$ cat src/hw/sram_host_pkg.sv
package sram_host_pkg;
    // memory organisation
    localparam int ADDR_WIDTH = 17;
    localparam int DATA_WIDTH = 24;
    // clock period in picoseconds
    localparam int CLK_PERIOD_PS = 5000;
    // timing figures in picoseconds (least and longest times both round up)
    localparam int ADDRESS_ACCESS_TIME_PS = 10000;
    localparam int OUTPUT_ENABLE_ACCESS_TIME_PS = 5000;
    localparam int ADDRESS_CHANGE_HOLD_PS = 3000;
    localparam int WRITE_DATA_SETUP_PS = 5500;
    localparam int STROBE_TO_FLOAT_TIME_PS = 5000;
    localparam int SELECT_TO_WRITE_END_PS = 7000;
    localparam int ADDRESS_TO_WRITE_END_PS = 7000;
    localparam int CYCLE_TIME_PS = 10000;
    localparam int DESELECT_TO_STANDBY_PS = 10000;
    // power-up wait in microseconds
    localparam int POWERUP_WAIT_US = 100;
    // derived cycle counts
    localparam int READ_WAIT_CYC = (ADDRESS_ACCESS_TIME_PS + CLK_PERIOD_PS - 1) / CLK_PERIOD_PS;
    localparam int FLOAT_WAIT_CYC = (STROBE_TO_FLOAT_TIME_PS + CLK_PERIOD_PS - 1) / CLK_PERIOD_PS;
    localparam int SETUP_CYC = (WRITE_DATA_SETUP_PS + CLK_PERIOD_PS - 1) / CLK_PERIOD_PS;
    localparam int SEL_END_CYC = (SELECT_TO_WRITE_END_PS + CLK_PERIOD_PS - 1) / CLK_PERIOD_PS;
    localparam int CYCLE_CYC = (CYCLE_TIME_PS + CLK_PERIOD_PS - 1) / CLK_PERIOD_PS;
    localparam int POWERUP_WAIT_CYC = POWERUP_WAIT_US * 1000000 / CLK_PERIOD_PS;
    // write pulse: float delay plus data setup, and never under select/address setup
    localparam int PULSE_CYC_RAW = FLOAT_WAIT_CYC + SETUP_CYC;
    localparam int WRITE_PULSE_CYC = (PULSE_CYC_RAW > SEL_END_CYC) ? PULSE_CYC_RAW : SEL_END_CYC;
    // data drive starts only after the memory has floated
    localparam int WRITE_DRIVE_CYC = FLOAT_WAIT_CYC;
    // counter width
    localparam int CNT_W = 16;
endpackage

$ cat src/hw/sram_host.sv
`timescale 1ns/1ps
// Functional notes
// - write only with all selects on, strobe low
// - data set up 5.5 ns before terminating edge
// - strobe stays high through every read
// - address valid no later than select activation
// - strobe pulse covers float delay plus setup
// - no data driven while memory still drives
// - wait 100 us before the first access
// - select 7 ns before end; cycles 10 ns apart
// - address 7 ns before end, valid at start
// - select active: a low, b high, c low
module sram_host
    import sram_host_pkg::*;
#(
    parameter int POWERUP_CYCLES = POWERUP_WAIT_CYC
)
(
    // clock and reset
    input wire logic clk_i,
    input wire logic rst_i,
    // user request side
    input wire logic req_valid_i,
    input wire logic req_write_i,
    input wire logic [ADDR_WIDTH-1:0] req_addr_i,
    input wire logic [DATA_WIDTH-1:0] req_wdata_i,
    output logic req_ready_o,
    output logic rsp_valid_o,
    output logic [DATA_WIDTH-1:0] rsp_rdata_o,
    output logic init_done_o,
    // memory pins
    output logic [ADDR_WIDTH-1:0] mem_addr_o,
    output logic chip_select_a_n_o,
    output logic chip_select_b_o,
    output logic chip_select_c_n_o,
    output logic output_enable_n_o,
    output logic write_enable_n_o,
    input wire logic [DATA_WIDTH-1:0] data_lines_i,
    output logic [DATA_WIDTH-1:0] data_lines_o,
    output logic data_lines_oe_o
);
    // refuse counts the counter cannot hold
    if (POWERUP_CYCLES < 1 || POWERUP_CYCLES >= (1 << CNT_W))
    begin : g_bad_param
        $error("powerup count out of range");
    end

    typedef enum {ST_POWERUP, ST_IDLE, ST_READ, ST_WRITE, ST_GAP} state_e;

    // all state in one struct
    typedef struct packed {
        state_e st;
        logic [CNT_W-1:0] cnt;
        logic [ADDR_WIDTH-1:0] addr;
        logic [DATA_WIDTH-1:0] wdata;
        logic [DATA_WIDTH-1:0] rdata;
        logic rsp_valid;
        logic ready;
        logic init_done;
        logic sel;  // combined select active
        logic sel_n;  // inverted copy so the low-active pins leave a flop directly
        logic oe_n;
        logic we_n;
        logic drive;
    } state_s;

    state_s q, d;

    // no synchroniser on read data: the bus is sampled only after the access time,
    // when the memory holds it stable, so metastability is not expected there

    // next-state logic
    always_comb
    begin
        d = q;
        d.rsp_valid = 1'b0;
        case (q.st)
            // selects held off and strobe high until the wait ends
            ST_POWERUP:
            begin
                d.sel = 1'b0;
                d.we_n = 1'b1;
                if (q.cnt == CNT_W'(POWERUP_CYCLES - 1))
                begin
                    d.st = ST_IDLE;
                    d.cnt = '0;
                    d.ready = 1'b1;
                    d.init_done = 1'b1;
                end
                else
                begin
                    d.cnt = q.cnt + 1'b1;
                end
            end
            // take a request; address goes out with the select edge
            ST_IDLE:
            begin
                if (req_valid_i)
                begin
                    d.ready = 1'b0;
                    d.addr = req_addr_i;
                    d.wdata = req_wdata_i;
                    d.sel = 1'b1;
                    d.cnt = '0;
                    if (req_write_i)
                    begin
                        // output enable kept low: strobe-controlled write
                        d.st = ST_WRITE;
                        d.we_n = 1'b0;
                        d.oe_n = 1'b0;
                    end
                    else
                    begin
                        d.st = ST_READ;
                        d.we_n = 1'b1;
                        d.oe_n = 1'b0;
                    end
                end
            end
            // wait the full access time, then capture
            ST_READ:
            begin
                if (q.cnt == CNT_W'(READ_WAIT_CYC - 1))
                begin
                    d.rdata = data_lines_i;
                    d.rsp_valid = 1'b1;
                    d.sel = 1'b0;
                    d.oe_n = 1'b1;
                    d.st = ST_GAP;
                    d.cnt = '0;
                end
                else
                begin
                    d.cnt = q.cnt + 1'b1;
                end
            end
            // hold the strobe low for float plus setup; drive only after float
            ST_WRITE:
            begin
                if (q.cnt == CNT_W'(WRITE_DRIVE_CYC - 1))
                begin
                    d.drive = 1'b1;
                end
                if (q.cnt == CNT_W'(WRITE_PULSE_CYC - 1))
                begin
                    // strobe ends the write; selects and data stay one more cycle for hold
                    d.we_n = 1'b1;
                    d.oe_n = 1'b1;
                    d.st = ST_GAP;
                    d.cnt = '0;
                end
                else
                begin
                    d.cnt = q.cnt + 1'b1;
                end
            end
            // release selects and bus, keep the cycle spacing
            ST_GAP:
            begin
                d.sel = 1'b0;
                d.drive = 1'b0;
                if (q.cnt == CNT_W'(CYCLE_CYC - 1))
                begin
                    d.st = ST_IDLE;
                    d.ready = 1'b1;
                    d.cnt = '0;
                end
                else
                begin
                    d.cnt = q.cnt + 1'b1;
                end
            end
            default:
            begin
                d.st = ST_POWERUP;
            end
        endcase
        // low-active selects track the combined select in the same edge
        d.sel_n = ~d.sel;
    end

    // state register
    always_ff @(posedge clk_i or posedge rst_i)
    begin
        if (rst_i)
        begin
            q <= '{st: ST_POWERUP, oe_n: 1'b1, we_n: 1'b1, sel_n: 1'b1, default: '0};
        end
        else
        begin
            q <= d;
        end
    end

    // outputs straight from flops; combined select encoding
    assign chip_select_a_n_o = q.sel_n;
    assign chip_select_b_o = q.sel;
    assign chip_select_c_n_o = q.sel_n;
    assign mem_addr_o = q.addr;
    assign output_enable_n_o = q.oe_n;
    assign write_enable_n_o = q.we_n;
    assign data_lines_o = q.wdata;
    assign data_lines_oe_o = q.drive;
    assign req_ready_o = q.ready;
    assign rsp_valid_o = q.rsp_valid;
    assign rsp_rdata_o = q.rdata;
    assign init_done_o = q.init_done;

    // assertions
    chk_no_early_access: assert property (@(posedge clk_i) disable iff (rst_i)
        !q.init_done |-> (chip_select_b_o == 1'b0 && write_enable_n_o == 1'b1))
        else $error("access before power-up wait");
    chk_read_strobe_high: assert property (@(posedge clk_i) disable iff (rst_i)
        (q.st == ST_READ) |-> write_enable_n_o)
        else $error("strobe low during read");
    chk_write_needs_sel: assert property (@(posedge clk_i) disable iff (rst_i)
        !write_enable_n_o |-> chip_select_b_o && !chip_select_a_n_o && !chip_select_c_n_o)
        else $error("strobe low without select");
    chk_pulse_width: assert property (@(posedge clk_i) disable iff (rst_i)
        $fell(write_enable_n_o) |-> !write_enable_n_o [*3])
        else $error("write pulse too short");
    chk_no_drive_early: assert property (@(posedge clk_i) disable iff (rst_i)
        $fell(write_enable_n_o) |-> !data_lines_oe_o)
        else $error("data driven before float");
    chk_data_setup: assert property (@(posedge clk_i) disable iff (rst_i)
        $rose(write_enable_n_o) |-> $past(data_lines_oe_o, 2) && $past(data_lines_oe_o))
        else $error("data setup short");
    chk_addr_stable: assert property (@(posedge clk_i) disable iff (rst_i)
        chip_select_b_o && $past(chip_select_b_o) |-> $stable(mem_addr_o))
        else $error("address moved in cycle");
    chk_cycle_gap: assert property (@(posedge clk_i) disable iff (rst_i)
        $fell(chip_select_b_o) |-> !chip_select_b_o [*2])
        else $error("cycle spacing short");
    chk_read_done: assert property (@(posedge clk_i) disable iff (rst_i)
        // capture happens two edges after the take; the pulse is seen one edge later
        (q.st == ST_IDLE && req_valid_i && !req_write_i) |-> ##3 rsp_valid_o)
        else $error("read answer late");
    cov_read: cover property (@(posedge clk_i) rsp_valid_o);
    cov_write: cover property (@(posedge clk_i) $rose(write_enable_n_o));
    cov_init: cover property (@(posedge clk_i) $rose(init_done_o));
endmodule

$ cat config.mk
export PLATFORM = sky130hd
export DESIGN_NAME = sram_host
export DESIGN_NICKNAME = d
export VERILOG_FILES = /design/src/hw/sram_host_pkg.sv /design/src/hw/sram_host.sv
export SDC_FILE = /design/constraint.sdc
export NUM_CORES = 1
export LEC_CHECK = 0
export CAP_MARGIN = 5
export CELL_PAD_IN_SITES_DETAIL_PLACEMENT = 0
export CELL_PAD_IN_SITES_GLOBAL_PLACEMENT = 1
export CORE_MARGIN = 4
export CORE_UTILIZATION = 45
export DETAILED_ROUTE_END_ITERATION = 16
export DONT_BUFFER_PORTS = 1
export PLACE_DENSITY = 0.73
export SYNTH_ARGS = -nofsm -noshare
export SYNTH_HDL_FRONTEND = slang
export SYNTH_SLANG_ARGS = --single-unit
$ cat constraint.sdc
create_clock -name clk_i -period 4.15 [get_ports clk_i]
set_input_delay 0 -clock clk_i [delete_from_list [all_inputs] [get_ports clk_i]]
set_output_delay 0 -clock clk_i [all_outputs]
set_load 0.02 [all_outputs]
Word level (Yosys, flattened, before mapping)
Index checks and enable logic that the tools add are counted.
{"block": "word_totals", "latchBits": 0, "output_inout_bits": 74, "romBits": 0, "reg_bits": 121, "elab_cells": 73, "input_bits": 69, "mem_bits_rw": 0, "mem_count": 0}
{"block": "op_classes", "order_cmp": 0, "n_shift": 0, "reduce_logical": 18, "add_sub_neg": 1, "bitwise_logic": 1, "eq_ne": 13, "div": 0, "mux": 27, "mul": 0}
{"cell": "case mux 32 bit (5 select lines)", "n": 1}
{"cell": "two-way mux 32 bit", "n": 4}
{"cell": "two-way mux 89 bit", "n": 1}
{"cell": "== test 32 x 2 -> 1 bit, second input constant", "n": 2}
{"cell": "case mux 16 bit (4 select lines)", "n": 1}
{"cell": "two-way mux 16 bit", "n": 3}
{"cell": "== test 32 x 1 -> 1 bit, second input constant", "n": 1}
{"cell": "== test 32 x 3 -> 1 bit, second input constant", "n": 1}
{"cell": "zero test 32 bit", "n": 1}
{"cell": "adder 16 x 1 -> 16 bit, second input constant", "n": 1}
{"cell": "== test 16 x 1 -> 1 bit, second input constant", "n": 1}
{"cell": "== test 16 x 15 -> 1 bit, second input constant", "n": 1}
{"cell": "== test 16 x 2 -> 1 bit, second input constant", "n": 1}
{"cell": "zero test 16 bit", "n": 1}
{"cell": "!= test 2 bit, second input constant", "n": 6}
{"cell": "case mux 1 bit (3 select lines)", "n": 4}
{"cell": "AND reduction 2 bit", "n": 5}
{"cell": "two-way mux 1 bit", "n": 9}
{"cell": "nonzero test 3 bit", "n": 3}
{"cell": "AND reduction 4 bit", "n": 2}
{"cell": "two-way mux 2 bit", "n": 3}
{"cell": "AND reduction 5 bit", "n": 1}
{"cell": "nonzero test 4 bit", "n": 1}
{"cell": "OR reduction 2 bit", "n": 2}
{"cell": "4 further kinds", "n": 4}

Depth between registers and ports, before layout
Gate-level depths: netlist of the first run.
{"block": "depth", "depth_word": 4, "depth_mapped": 9, "depth_no_buf": 7}

Worst setup path before layout of the first run
Ideal clock, no wire load.
{"block": "synth_timing", "path_kind": "register to register", "start": "reg q[74] (netlist name)", "end": "reg q, in the netlist rsp_rdata_o[0]", "setup_ns": 0.125, "n_path_buf": 2, "stages_incl_launch_ff": 9, "slack_ns": 1.530, "required_ns": 4.025, "period_less_slack_ns": 2.620, "t_arrival_ns": 2.495, "cell_sequence": "dfrtp_1 > inv_1 > ha_1 > or4b_2 > or4_1 > buf_2 > nor3_4 > buf_6 > mux2_2"}
{"block": "synth_between", "elab_chain_len": 2}
{"item": "start: declaration", "line_no": "sram_host.sv:67", "text": "state_s q, d;"}
{"item": "start signal: assignment", "line_no": "sram_host.sv:187", "text": "q <= '{st: ST_POWERUP, oe_n: 1'b1, we_n: 1'b1, sel_n: 1'b1, default: '0};"}
{"item": "start signal: assignment", "line_no": "sram_host.sv:191", "text": "q <= d;"}
{"item": "== test 16 x 1 -> 1 bit", "line_no": "sram_host.sv:123", "text": "if (q.cnt == CNT_W'(READ_WAIT_CYC - 1))"}
{"item": "AND reduction 2 bit (no line)"}
No other way between the ends.
A chain may end at the register's enable or synchronous reset.

Final worst setup path of the first run
{"block": "layout_timing", "start": "reg q[74] (netlist name)", "end": "reg q, in the netlist rsp_rdata_o[22]"}
Same word-level chain as after synthesis.

==> results of run 1 <==
cells in the mapped netlist:
master / n / area (um2)
mux2_2: 65 / 732
or3_1: 2 / 12.5
and2_1: 3 / 18.8
nand2b_1: 3 / 18.8
nor4_1: 3 / 18.8
o21ai_0: 8 / 40.0
o221a_2: 1 / 11.3
a21oi_1: 2 / 10.0
buf_4: 66 / 495
o211ai_1: 1 / 7.51
o2bb2ai_1: 1 / 8.76
a221oi_1: 1 / 8.76
nor3_1: 9 / 45.0
nand4_1: 2 / 12.5
nor2_1: 30 / 113
a22o_1: 1 / 8.76
and3_1: 2 / 12.5
dfstp_2: 3 / 78.8
xnor2_1: 13 / 114
nor3_4: 1 / 16.3
clkbuf_1: 7 / 26.3
o22ai_1: 2 / 12.5
or2_2: 2 / 12.5
buf_2: 3 / 15.0
a21o_1: 1 / 7.51
a21boi_0: 1 / 7.51
or4_1: 4 / 30.0
o2111ai_1: 1 / 8.76
xor2_1: 2 / 17.5
dfrtp_1: 89 / 2230
nand2_1: 10 / 37.5
nor2b_1: 1 / 6.26
o22a_1: 1 / 8.76
a2bb2oi_1: 2 / 17.5
o21a_1: 1 / 7.51
buf_6: 2 / 22.5
o21ba_2: 1 / 10.0
nand3b_1: 2 / 15.0
a21bo_2: 1 / 10.0
or4b_2: 2 / 20.0
nand3_1: 6 / 30.0
inv_1: 9 / 33.8
ha_1: 4 / 50.1
registers in the layout, summed over array words and instances (netlist names):
name and flops:
chip_select_b_o 1, req_ready_o 1, q 19, rsp_rdata_o 24
write_enable_n_o 1, data_lines_o 24, init_done_o 1, mem_addr_o 17
data_lines_oe_o 1, chip_select_a_n_o 1, output_enable_n_o 1, rsp_valid_o 1
how the worst min path moves through the flow:
stage | startpoint | endpoint | slack (ns) | cells past startpoint
after floorplan | req_write_i | write_enable_n_o | 0.05 | 1
after global placement | req_write_i | write_enable_n_o | 0.05 | 1
after detailed placement | req_write_i | write_enable_n_o | 0.05 | 1
after CTS | req_valid_i | q[74] | 0.001 | 3
after global routing | req_valid_i | q[74] | 0.03 | 3
final | req_valid_i | q[74] | 0.03 | 3
layer usage:
metal / track usage, % / wire, um
met1: 17.9 / 3580
met3: 5.96 / 699
met5: 0 / 0
met4: 4.47 / 138
met2: 25.4 / 4420
cell type report:
type	count	area, um2	area share (%)
tap	129	161	3.28
clock buffer	11	141	2.88
clock inverter	5	41.3	0.840
inverter	9	35.0	0.713
multi-input combinational	192	1530	31.0
sequential	92	2310	46.9
timing repair buffer	71	703	14.3
layout by cell type, fill, tap and decap left out, types with 8 or more instances in the layout:
cell type      count
mux2_2            65
nor2_1            29
o21ai_0            8
dfrtp_1           89
clkbuf_8          10
dlygate4sd3_1     68
nor3_1             9
nand2_1           10
inv_1              8
xnor2_1           13
where the power goes:
group	switching, mW	internal, mW	total [mW]
combinational	0.349	0.458	0.807
clock	0.323	0.241	0.564
sequential	0.726	1.26	1.99
total	1.40	1.96	3.36
stage by stage:
stage          hold slack [ns]  std cells  area (um2)  worst slack, ns  total power [mW]
2_1_floorplan           0.0504        371        4420             1.53              2.98
3_5_place_dp            0.0541        425        4050             1.31              2.76
6_report                0.0288        509        4910             1.29              3.36
5_1_grt                 0.0341        509        4910             1.07              3.56
4_1_cts                0.00121        509        4910             1.28              3.39
3_3_place_gp            0.0537        425        4050             1.39              2.74
kinds of logic after synthesis:
| family | count (synthesis) | synth area share, % |
|---|---|---|
| adders and majority gates | 4 | 1.13 |
| and+or+nand+nor | 82 | 9.49 |
| buffers and inverters | 87 | 13.4 |
| muxes | 65 | 16.6 |
| xor gates and xnor gates | 15 | 2.97 |
| DFF | 92 | 52.2 |
| AOI/OAI and AO/OA | 26 | 4.19 |
worst max-delay path, delay by kind of cell (launching register included):
kind                       cells  cell delay, ns
and+or+nand+nor                3            1.29
DFF                            1            0.43
muxes                          1            0.39
buffers and inverters          2            0.44
adders and majority gates      1            0.20
what timing repair did:
item	4_1_cts	5_1_grt
hold buffers	68	0
endpoints found under the setup margin	0	0
gates resized for setup	0	0
hold endpoints to repair	118	0
==> flow_metrics.env, run 1 <==
export IMPL_portBuffers=0
export IMPL_grt_pass1_vias=2683
export IMPL_yosysWarnings=0
export IMPL_track_usage_pct=15.1
export IMPL_coreArea_um2=9420
export IMPL_ys_types=43
export IMPL_dp_hpwl_um=5660
export IMPL_drc=0
export IMPL_period_share_pct=69.0
export IMPL_final_core_util_pct=52.2
export IMPL_reg2regPathDepth=7
export IMPL_setup_viol=0
export IMPL_syn_area_um2=4420
export IMPL_synth_cells=371
export IMPL_yosysSeqAreaShare_pct=52.2
export IMPL_antenna_left=0
export IMPL_hold_viol_final=0
export IMPL_cp_startpoint="q[74]"
export IMPL_grt_overflow=0
export IMPL_cap_violations=0
export IMPL_clockBufferDepth=2
export IMPL_wl_um=8830
export IMPL_crit_type="flop to flop"
export IMPL_r2r_slack_ns=1.29
export IMPL_io_pins=143
export IMPL_timing_rr_start="q[74]"
export IMPL_setup_tns_ns=0
export IMPL_clk_pin_slew_worst_paths_ns=0.09
export IMPL_cts_max_level=3
export IMPL_worstReg2RegEnd="rsp_rdata_o[22]"
export IMPL_endpoint="rsp_rdata_o[22]"
export IMPL_slowest_delay_ns=0.58
export IMPL_vias=2571
export IMPL_antenna_found_initial=0
export IMPL_fin_crit_ns=2.86
export IMPL_ir_worst_vdd_mv=0.375
export IMPL_relSlewSlack_pct=23.7
export IMPL_die_x_um=107
export IMPL_syn_nets=444
export IMPL_first_iter_violations=129
export IMPL_viasPerCell=5.05
export IMPL_diodes=0
export IMPL_cts_root_buf="clkbuf_8"
export IMPL_arrival_ns=3.10
export IMPL_nets=448
export IMPL_cts_tree="done"
export IMPL_endpoint_kind="flop"
export IMPL_floorplan_initialDensity_pct=46.9
export IMPL_worstHoldPathType="input port to flop"
export IMPL_rsz0062_at_grt="false"
export IMPL_nFillCells=781
export IMPL_avgSynthCellArea_um2=11.9
export IMPL_clock_fmax_ghz=0.349
export IMPL_status="complete, no violations"
export IMPL_die_area_um2=11500
export IMPL_cp_max_fo=24
export IMPL_num_rows=35
export IMPL_place_congestion=0.751
export IMPL_clkSinkCount=92
export IMPL_report_final_slew_viol_count=0
export IMPL_wire_per_inst_um=17.3
export IMPL_pwr_density_cell_nw_per_um2=684
export IMPL_worst_pin_slew_ns=1.14
export IMPL_cts_made_buffers=9
export IMPL_grt_pass1_wl_um=13700
export IMPL_grt_max_degree=54
export IMPL_path_cells="inv_1 > ha_1 > or4b_2 > or4_1 > nor3_4 > buf_4 > mux2_2"
export IMPL_die_h_um=107
export IMPL_power_leakage_nw=2.13
export IMPL_ys_seq_elements=92
export IMPL_start_kind="flop"
export IMPL_required_ns=4.38
export IMPL_drive_above_1_share_pct=25.3
export IMPL_post_cts_buffers=0
export IMPL_dr_pass1_iters=4
export IMPL_fin_worst_skew_ns=0.0156
export IMPL_worstSkewPairLatency_ns=0.36
export IMPL_slowest_stage="or4b_2"
export IMPL_area_growth_pct=11.2
Power figures use the tool's default switching activity.
==> run 2, diff against run 1 <==
--- a/config.mk
+++ b/config.mk
@@ -5,14 +5,15 @@
 export SDC_FILE = /design/constraint.sdc
 export NUM_CORES = 1
 export LEC_CHECK = 0
+export ABC_AREA = 1
 export CAP_MARGIN = 5
 export CELL_PAD_IN_SITES_DETAIL_PLACEMENT = 0
 export CELL_PAD_IN_SITES_GLOBAL_PLACEMENT = 1
 export CORE_MARGIN = 4
-export CORE_UTILIZATION = 45
+export CORE_UTILIZATION = 41
 export DETAILED_ROUTE_END_ITERATION = 16
 export DONT_BUFFER_PORTS = 1
-export PLACE_DENSITY = 0.73
+export PLACE_DENSITY = 0.74
 export SYNTH_ARGS = -nofsm -noshare
 export SYNTH_HDL_FRONTEND = slang
 export SYNTH_SLANG_ARGS = --single-unit
==> constraint.sdc (replaced) <==
create_clock -name clk_i -period 2.5 [get_ports clk_i]
set_input_delay 0 -clock clk_i [delete_from_list [all_inputs] [get_ports clk_i]]
set_output_delay 0 -clock clk_i [all_outputs]
set_load 0.02 [all_outputs]
==> run 2 against run 1 <==
Register-to-register slack got worse by 0.91 ns; largest power group unchanged; critical path depth decreased by 1; non-clock buffer count unchanged; via count increased by 36%; maximum frequency rose by 35%; clock skew shrank 0.0096 ns; largest cell class unchanged; setup slack worse by 0.91 ns; synthesized cell count rose by 57%; sequential share of layout area fell by 3.7 points; first-iteration DRC count is 76% higher; critical endpoint is now data_lines_o[5]; hold slack improved by 0.21 ns.
==> flow_metrics.env, run 2 <==
export IMPL_drc=0
export IMPL_coreArea_um2=11100
export IMPL_slowest_stage="nor2_4"
export IMPL_cp_max_fo=42
export IMPL_setup_viol=0
export IMPL_yosysMostFrequentCell="nand2_1"
export IMPL_worstHoldPathType="input port to async pin"
export IMPL_wire_per_inst_um=15.0
export IMPL_ys_async_sr_fraction_pct=100
export IMPL_diodes=0
export IMPL_ys_top_cells_by_count="261 x nand2_1, 89 x dfrtp_1, 66 x buf_4"
export IMPL_worstSkewPairLatency_ns=0.34
export IMPL_grt_max_degree=43
export IMPL_vias=3498
export IMPL_die_h_um=115
export IMPL_yosysSeqAreaShare_pct=48.8
export IMPL_syn_nets=657
export IMPL_die_x_um=115
export IMPL_cap_violations=0
export IMPL_nets=657
export IMPL_pwr_density_cell_nw_per_um2=605
export IMPL_relSlewSlack_pct=47.3
export IMPL_post_cts_buffers=0
export IMPL_fin_ws_ns=0.382
export IMPL_synth_enable_flop_cells=0
export IMPL_grt_pass1_vias=3576
export IMPL_cts_max_level=3
export IMPL_place_area_um2=4320
export IMPL_grt_overflow=0
export IMPL_viasPerCell=4.80
export IMPL_area_growth_pct=12.8
export IMPL_ys_seq_elements=92
export IMPL_drive_above_1_share_pct=9.00
export IMPL_portBuffers=0
export IMPL_clock_fmax_ghz=0.472
export IMPL_yosysWarnings=0
export IMPL_ys_types=34
export IMPL_required_ns=2.72
export IMPL_grt_pass1_wl_um=17900
export IMPL_num_rows=38
export IMPL_fin_crit_ns=2.12
export IMPL_ir_worst_vdd_mv=0.310
export IMPL_setup_tns_ns=0
export IMPL_cp_top_family="simple AND/OR/NAND/NOR gates"
export IMPL_arrival_ns=2.33
export IMPL_dpl_worst_slack_ns=0.392
export IMPL_hold_viol_final=0
export IMPL_avgSynthCellArea_um2=8.09
export IMPL_die_area_um2=13300
export IMPL_antenna_left=0
export IMPL_syn_area_um2=4730
export IMPL_final_cells=729
export IMPL_layout_common_cells="261 x nand2_1, 89 x dfrtp_1, 68 x dlygate4sd3_1, 28 x nor2_1, 22 x inv_1"
export IMPL_track_usage_pct=17.0
export IMPL_cts_made_buffers=9
export IMPL_power_leakage_nw=2.68
export IMPL_place_congestion=0.824
export IMPL_clockBufferDepth=2
export IMPL_placed_cells=645
export IMPL_ys_flop_type="dfrtp_1"
export IMPL_synth_cells=584
export IMPL_rsz0062_at_grt="false"
export IMPL_fin_area_um2=5330
export IMPL_first_iter_violations=227
export IMPL_path_cells="inv_2 > nand3_1 > nor2_4 > inv_2 > nand2_1 > nand2_1"
export IMPL_total_power_mw=3.23
export IMPL_fin_worst_skew_ns=0.00604
export IMPL_start_kind="flop"
export IMPL_antenna_found_initial=0
export IMPL_io_pins=143
export IMPL_cts_tree="done"
export IMPL_cts_root_buf="clkbuf_16"
export IMPL_crit_buf_inv=2
export IMPL_yosysTopAreaCell="dfrtp_1"
export IMPL_crit_type="flop to flop"
export IMPL_ctsResizeCount=0
export IMPL_dr_pass1_iters=5
export IMPL_floorplan_initialDensity_pct=42.7
export IMPL_synthTopCellsByArea="dfrtp_1 47%, nand2_1 21%, buf_4 10%, nand3_1 2.2%, nor2_1 2.2%"
export IMPL_slowest_delay_ns=0.48
export IMPL_layout_commonest_cell="nand2_1"
export IMPL_clkSinkCount=92
export IMPL_wl_um=10900
export IMPL_status="complete, no violations"
export IMPL_endpoint_kind="flop"
export IMPL_clk_pin_slew_worst_paths_ns=0.06
export IMPL_dp_hpwl_um=7520
export IMPL_period_share_pct=84.7
export IMPL_report_final_slew_viol_count=0
export IMPL_worst_pin_slew_ns=0.789
export IMPL_netlist_area_leader_share_pct=47.1
==> run 2: cell types whose count changed after synthesis, moves of 7 or more <==
cell and change:
a21oi_1 +8, buf_2 +8, clkbuf_1 -7, inv_1 +14, mux2_2 -65, nand2_1 +251
nand3_1 +15, nor2_2 +13, nor3_1 -7, xnor2_1 -12
==> run 2: final timing paths <==
path	slack, ns	startpoint	depth (start not counted)	to
min in group clk_i	0.31	req_wdata_i[21]	3	data_lines_o[21]
setup / recovery	0.38	q[90]	6	data_lines_o[5]
hold reg to reg	0.54	output_enable_n_o	2	output_enable_n_o
max in group asynchronous	1.42	rst_i	3	write_enable_n_o
hold / removal	0.24	rst_i	2	data_lines_o[0]
setup reg to reg	0.38	q[90]	6	data_lines_o[5]
==> run 2: where the power goes <==
group          switching, mW  internal (mW)  leakage [nW]
Clock                  0.550          0.934         0.160
Combinational         0.0645         0.0844          1.46
Sequential            0.0711           1.52          1.06
Total                  0.686           2.54          2.68
==> run 2: kinds of logic (layout without fill, tap and decap cells) <==
family | count (synthesis) | in the layout | share of synthesized area (%)
AO/OA/AOI/OAI | 31 | 31 | 4.13
flip-flops | 92 | 92 | 48.8
adder cells (fa/ha/maj) | 4 | 4 | 1.06
buffers and inverters | 111 | 116 | 15.2
XOR/XNOR | 4 | 4 | 0.741
AND/OR/NAND/NOR | 342 | 342 | 30.1
==> run 2: metrics by stage <==
stage | utilization (%) | hold slack (ns)
after detailed placement | 39.0 | 0.0264
after CTS | 48.1 | 0.243
after floorplan | - | 0.110
after global routing | 48.1 | 0.297
final | 48.1 | 0.236
after global placement | 39.0 | 0.0214
==> run 2: cell type report <==
cell class	instances	area, um2
Fill cell	1046	5740
Sequential cell	92	2310
Clock buffer	13	260
Timing Repair Buffer	71	703
Tap cell	140	175
Clock inverter	3	68.8
Inverter	29	111
Multi-Input combinational cell	381	1710
==> run 2: timing repair <==
action / CTS / global route
hold buffers: 68 / 0
endpoints found under the setup margin: 0 / 0
hold endpoints to repair: 105 / 0
==> run 2: layer usage <==
| metal | up-vias | share of wire (%) | global-route usage [%] |
|---|---|---|---|
| li1 | 1749 | - | - |
| met3 | 14 | 9.5 | 5.26 |
| met2 | 122 | 47 | 28.0 |
| met5 | - | 0 | 0 |
| met1 | 1613 | 42 | 21.0 |
| met4 | 0 | 1.5 | 6.49 |
==> run 3, diff against run 2 <==
--- a/config.mk
+++ b/config.mk
@@ -10,10 +10,10 @@
 export CELL_PAD_IN_SITES_DETAIL_PLACEMENT = 0
 export CELL_PAD_IN_SITES_GLOBAL_PLACEMENT = 1
 export CORE_MARGIN = 4
-export CORE_UTILIZATION = 41
+export CORE_UTILIZATION = 45
 export DETAILED_ROUTE_END_ITERATION = 16
 export DONT_BUFFER_PORTS = 1
-export PLACE_DENSITY = 0.74
+export PLACE_DENSITY = 0.77
 export SYNTH_ARGS = -nofsm -noshare
 export SYNTH_HDL_FRONTEND = slang
 export SYNTH_SLANG_ARGS = --single-unit
==> constraint.sdc (replaced) <==
create_clock -name clk_i -period 2.1 [get_ports clk_i]
set_input_delay 0 -clock clk_i [delete_from_list [all_inputs] [get_ports clk_i]]
set_output_delay 0 -clock clk_i [all_outputs]
set_load 0.02 [all_outputs]
==> run 3 against run 2 <==
Non-clock buffer count rose by 10; sequential power rose by 19%; hold slack got worse by 0.13 ns; cell area shrank 0.12%; maximum frequency is 13% higher; sequential share of layout area is 0.051 points higher; routed wire length down 1.1%; critical endpoint is now data_lines_o[7]; die area decreased by 8.3%; register-to-register slack worse by 0.16 ns; critical path depth unchanged.
==> flow_metrics.env, run 3 (synthesis results as in run 2) <==
export IMPL_portBuffers=0
export IMPL_cts_made_buffers=9
export IMPL_cts_root_buf="clkbuf_8"
export IMPL_die_h_um=110
export IMPL_clockBufferDepth=2
export IMPL_coreArea_um2=10300
export IMPL_path_common_cell="nand2_1"
export IMPL_grt_pass1_wl_um=18200
export IMPL_worstHoldPathType="input port to async pin"
export IMPL_status="complete, no violations"
export IMPL_io_pins=143
export IMPL_first_iter_violations=308
export IMPL_antenna_found_initial=0
export IMPL_dpl_worst_slack_ns=0.363
export IMPL_worstSkewPairLatency_ns=0.36
export IMPL_clk_pin_slew_worst_paths_ns=0.09
export IMPL_p_sw_mw=0.785
export IMPL_place_congestion=0.883
export IMPL_r2r_slack_ns=0.22
export IMPL_report_final_slew_viol_count=0
export IMPL_die_x_um=110
export IMPL_cp_top_family="buffers and inverters"
export IMPL_relSlewSlack_pct=67.1
export IMPL_crit_type="flop to flop"
export IMPL_slowest_delay_ns=0.58
export IMPL_power_frac_seq_pct=57.1
export IMPL_crit_buf_inv=2
export IMPL_antenna_left=0
export IMPL_worst_pin_slew_ns=0.492
export IMPL_layout_commonest_cell="nand2_1"
export IMPL_fin_area_um2=5330
export IMPL_final_cells=735
export IMPL_placed_cells=645
export IMPL_cap_violations=0
export IMPL_layout_common_cells="261 x nand2_1, 89 x dfrtp_1, 74 x dlygate4sd3_1, 28 x nor2_1, 22 x inv_1"
export IMPL_wl_um=10800
export IMPL_grt_max_degree=53
export IMPL_nets=667
export IMPL_fin_ws_ns=0.221
export IMPL_cts_tree="done"
export IMPL_setup_viol=0
export IMPL_pwr_share_clk_pct=37.4
export IMPL_period_share_pct=89.5
export IMPL_power_leakage_nw=2.66
export IMPL_clock_fmax_ghz=0.532
export IMPL_cp_max_fo=10
export IMPL_die_area_um2=12200
export IMPL_endpoint_kind="flop"
export IMPL_fin_worst_skew_ns=0.00856
export IMPL_slowest_stage="dlygate4sd3_1"
export IMPL_swShare_pct=23.7
export IMPL_wire_per_inst_um=14.7
export IMPL_ir_worst_vdd_mv=0.287
export IMPL_drc=0
export IMPL_diodes=0
export IMPL_num_rows=37
export IMPL_pwr_density_cell_nw_per_um2=622
export IMPL_hold_viol_final=0
export IMPL_viasPerCell=4.85
export IMPL_power_frac_comb_pct=5.5
export IMPL_ctsResizeCount=0
export IMPL_required_ns=2.40
export IMPL_rsz0062_at_grt="false"
export IMPL_vias=3564
export IMPL_arrival_ns=2.18
export IMPL_total_power_mw=3.32
export IMPL_dr_pass1_iters=5
export IMPL_drive_above_1_share_pct=9.85
export IMPL_start_kind="flop"
export IMPL_p_int_mw=2.53
export IMPL_setup_tns_ns=0
export IMPL_grt_pass1_vias=3523
export IMPL_track_usage_pct=18.1
export IMPL_path_cells="inv_2 > nand3_1 > nor2_4 > nand2_1 > dlygate4sd3_1 > nand2_1"
export IMPL_place_area_um2=4380
export IMPL_fin_crit_ns=1.88
export IMPL_floorplan_initialDensity_pct=46.0
export IMPL_grt_overflow=0
export IMPL_cts_max_level=3
export IMPL_area_growth_pct=12.7
export IMPL_dp_hpwl_um=7230
export IMPL_clkSinkCount=92
[run 3: timing repair]
item,in CTS,in global routing
setup buffers,0,0
hold endpoints to repair,156,0
hold buffers,74,0
endpoints found under the setup margin,0,0
[run 3: layer usage]
layer  vias to the layer above  share of wire, %  track usage [%]
met1                      1659                44             22.9
li1                       1763                 -                -
met4                         0               1.1             5.09
met3                        12               7.4             6.30
met2                       130                48             29.5
met5                         -                 0                0
[run 3: path summary, 6_finish.rpt]
path | from | to | cells after the start
max | q[90] | data_lines_o[7] | 6
min | rst_i | mem_addr_o[11] | 2
max reg2reg | q[90] | data_lines_o[7] | 6
min reg2reg | output_enable_n_o | output_enable_n_o | 2
max in group asynchronous | rst_i | output_enable_n_o | 3
min in group clk_i | data_lines_i[19] | rsp_rdata_o[19] | 3
[run 3: power by group through the flow]
stage	combinational, mW	clock [mW]	sequential, mW
2_1_floorplan	0.169	0	1.86
3_3_place_gp	0.0750	0	1.93
3_5_place_dp	0.0789	0	1.93
4_1_cts	0.181	1.29	1.90
5_1_grt	0.206	1.37	1.90
6_report	0.182	1.24	1.90
[run 3: worst register-to-register path, cell delays in order (launching register included)]
cell and delay [ns]:
dfrtp_1 0.49, inv_2 0.18, nand3_1 0.15, nor2_4 0.26
nand2_1 0.09, dlygate4sd3_1 0.58, nand2_1 0.07
[run 3: area by class of cell]
class | instances | area (um2)
Clock buffer | 11 | 151
Clock inverter | 5 | 58.8
Fill cell | 921 | 4950
Inverter | 29 | 114
Multi-Input combinational cell | 381 | 1710
Sequential cell | 92 | 2310
Tap cell | 136 | 170
Timing Repair Buffer | 81 | 818
[run 3: metrics by stage]
step | hold slack, ns | utilization (%)
after global placement | -0.118 | 42.6
after global routing | 0.115 | 51.8
final | 0.110 | 51.8
after floorplan | 0.110 | -
after CTS | 0.0945 | 51.8
after detailed placement | -0.116 | 42.6
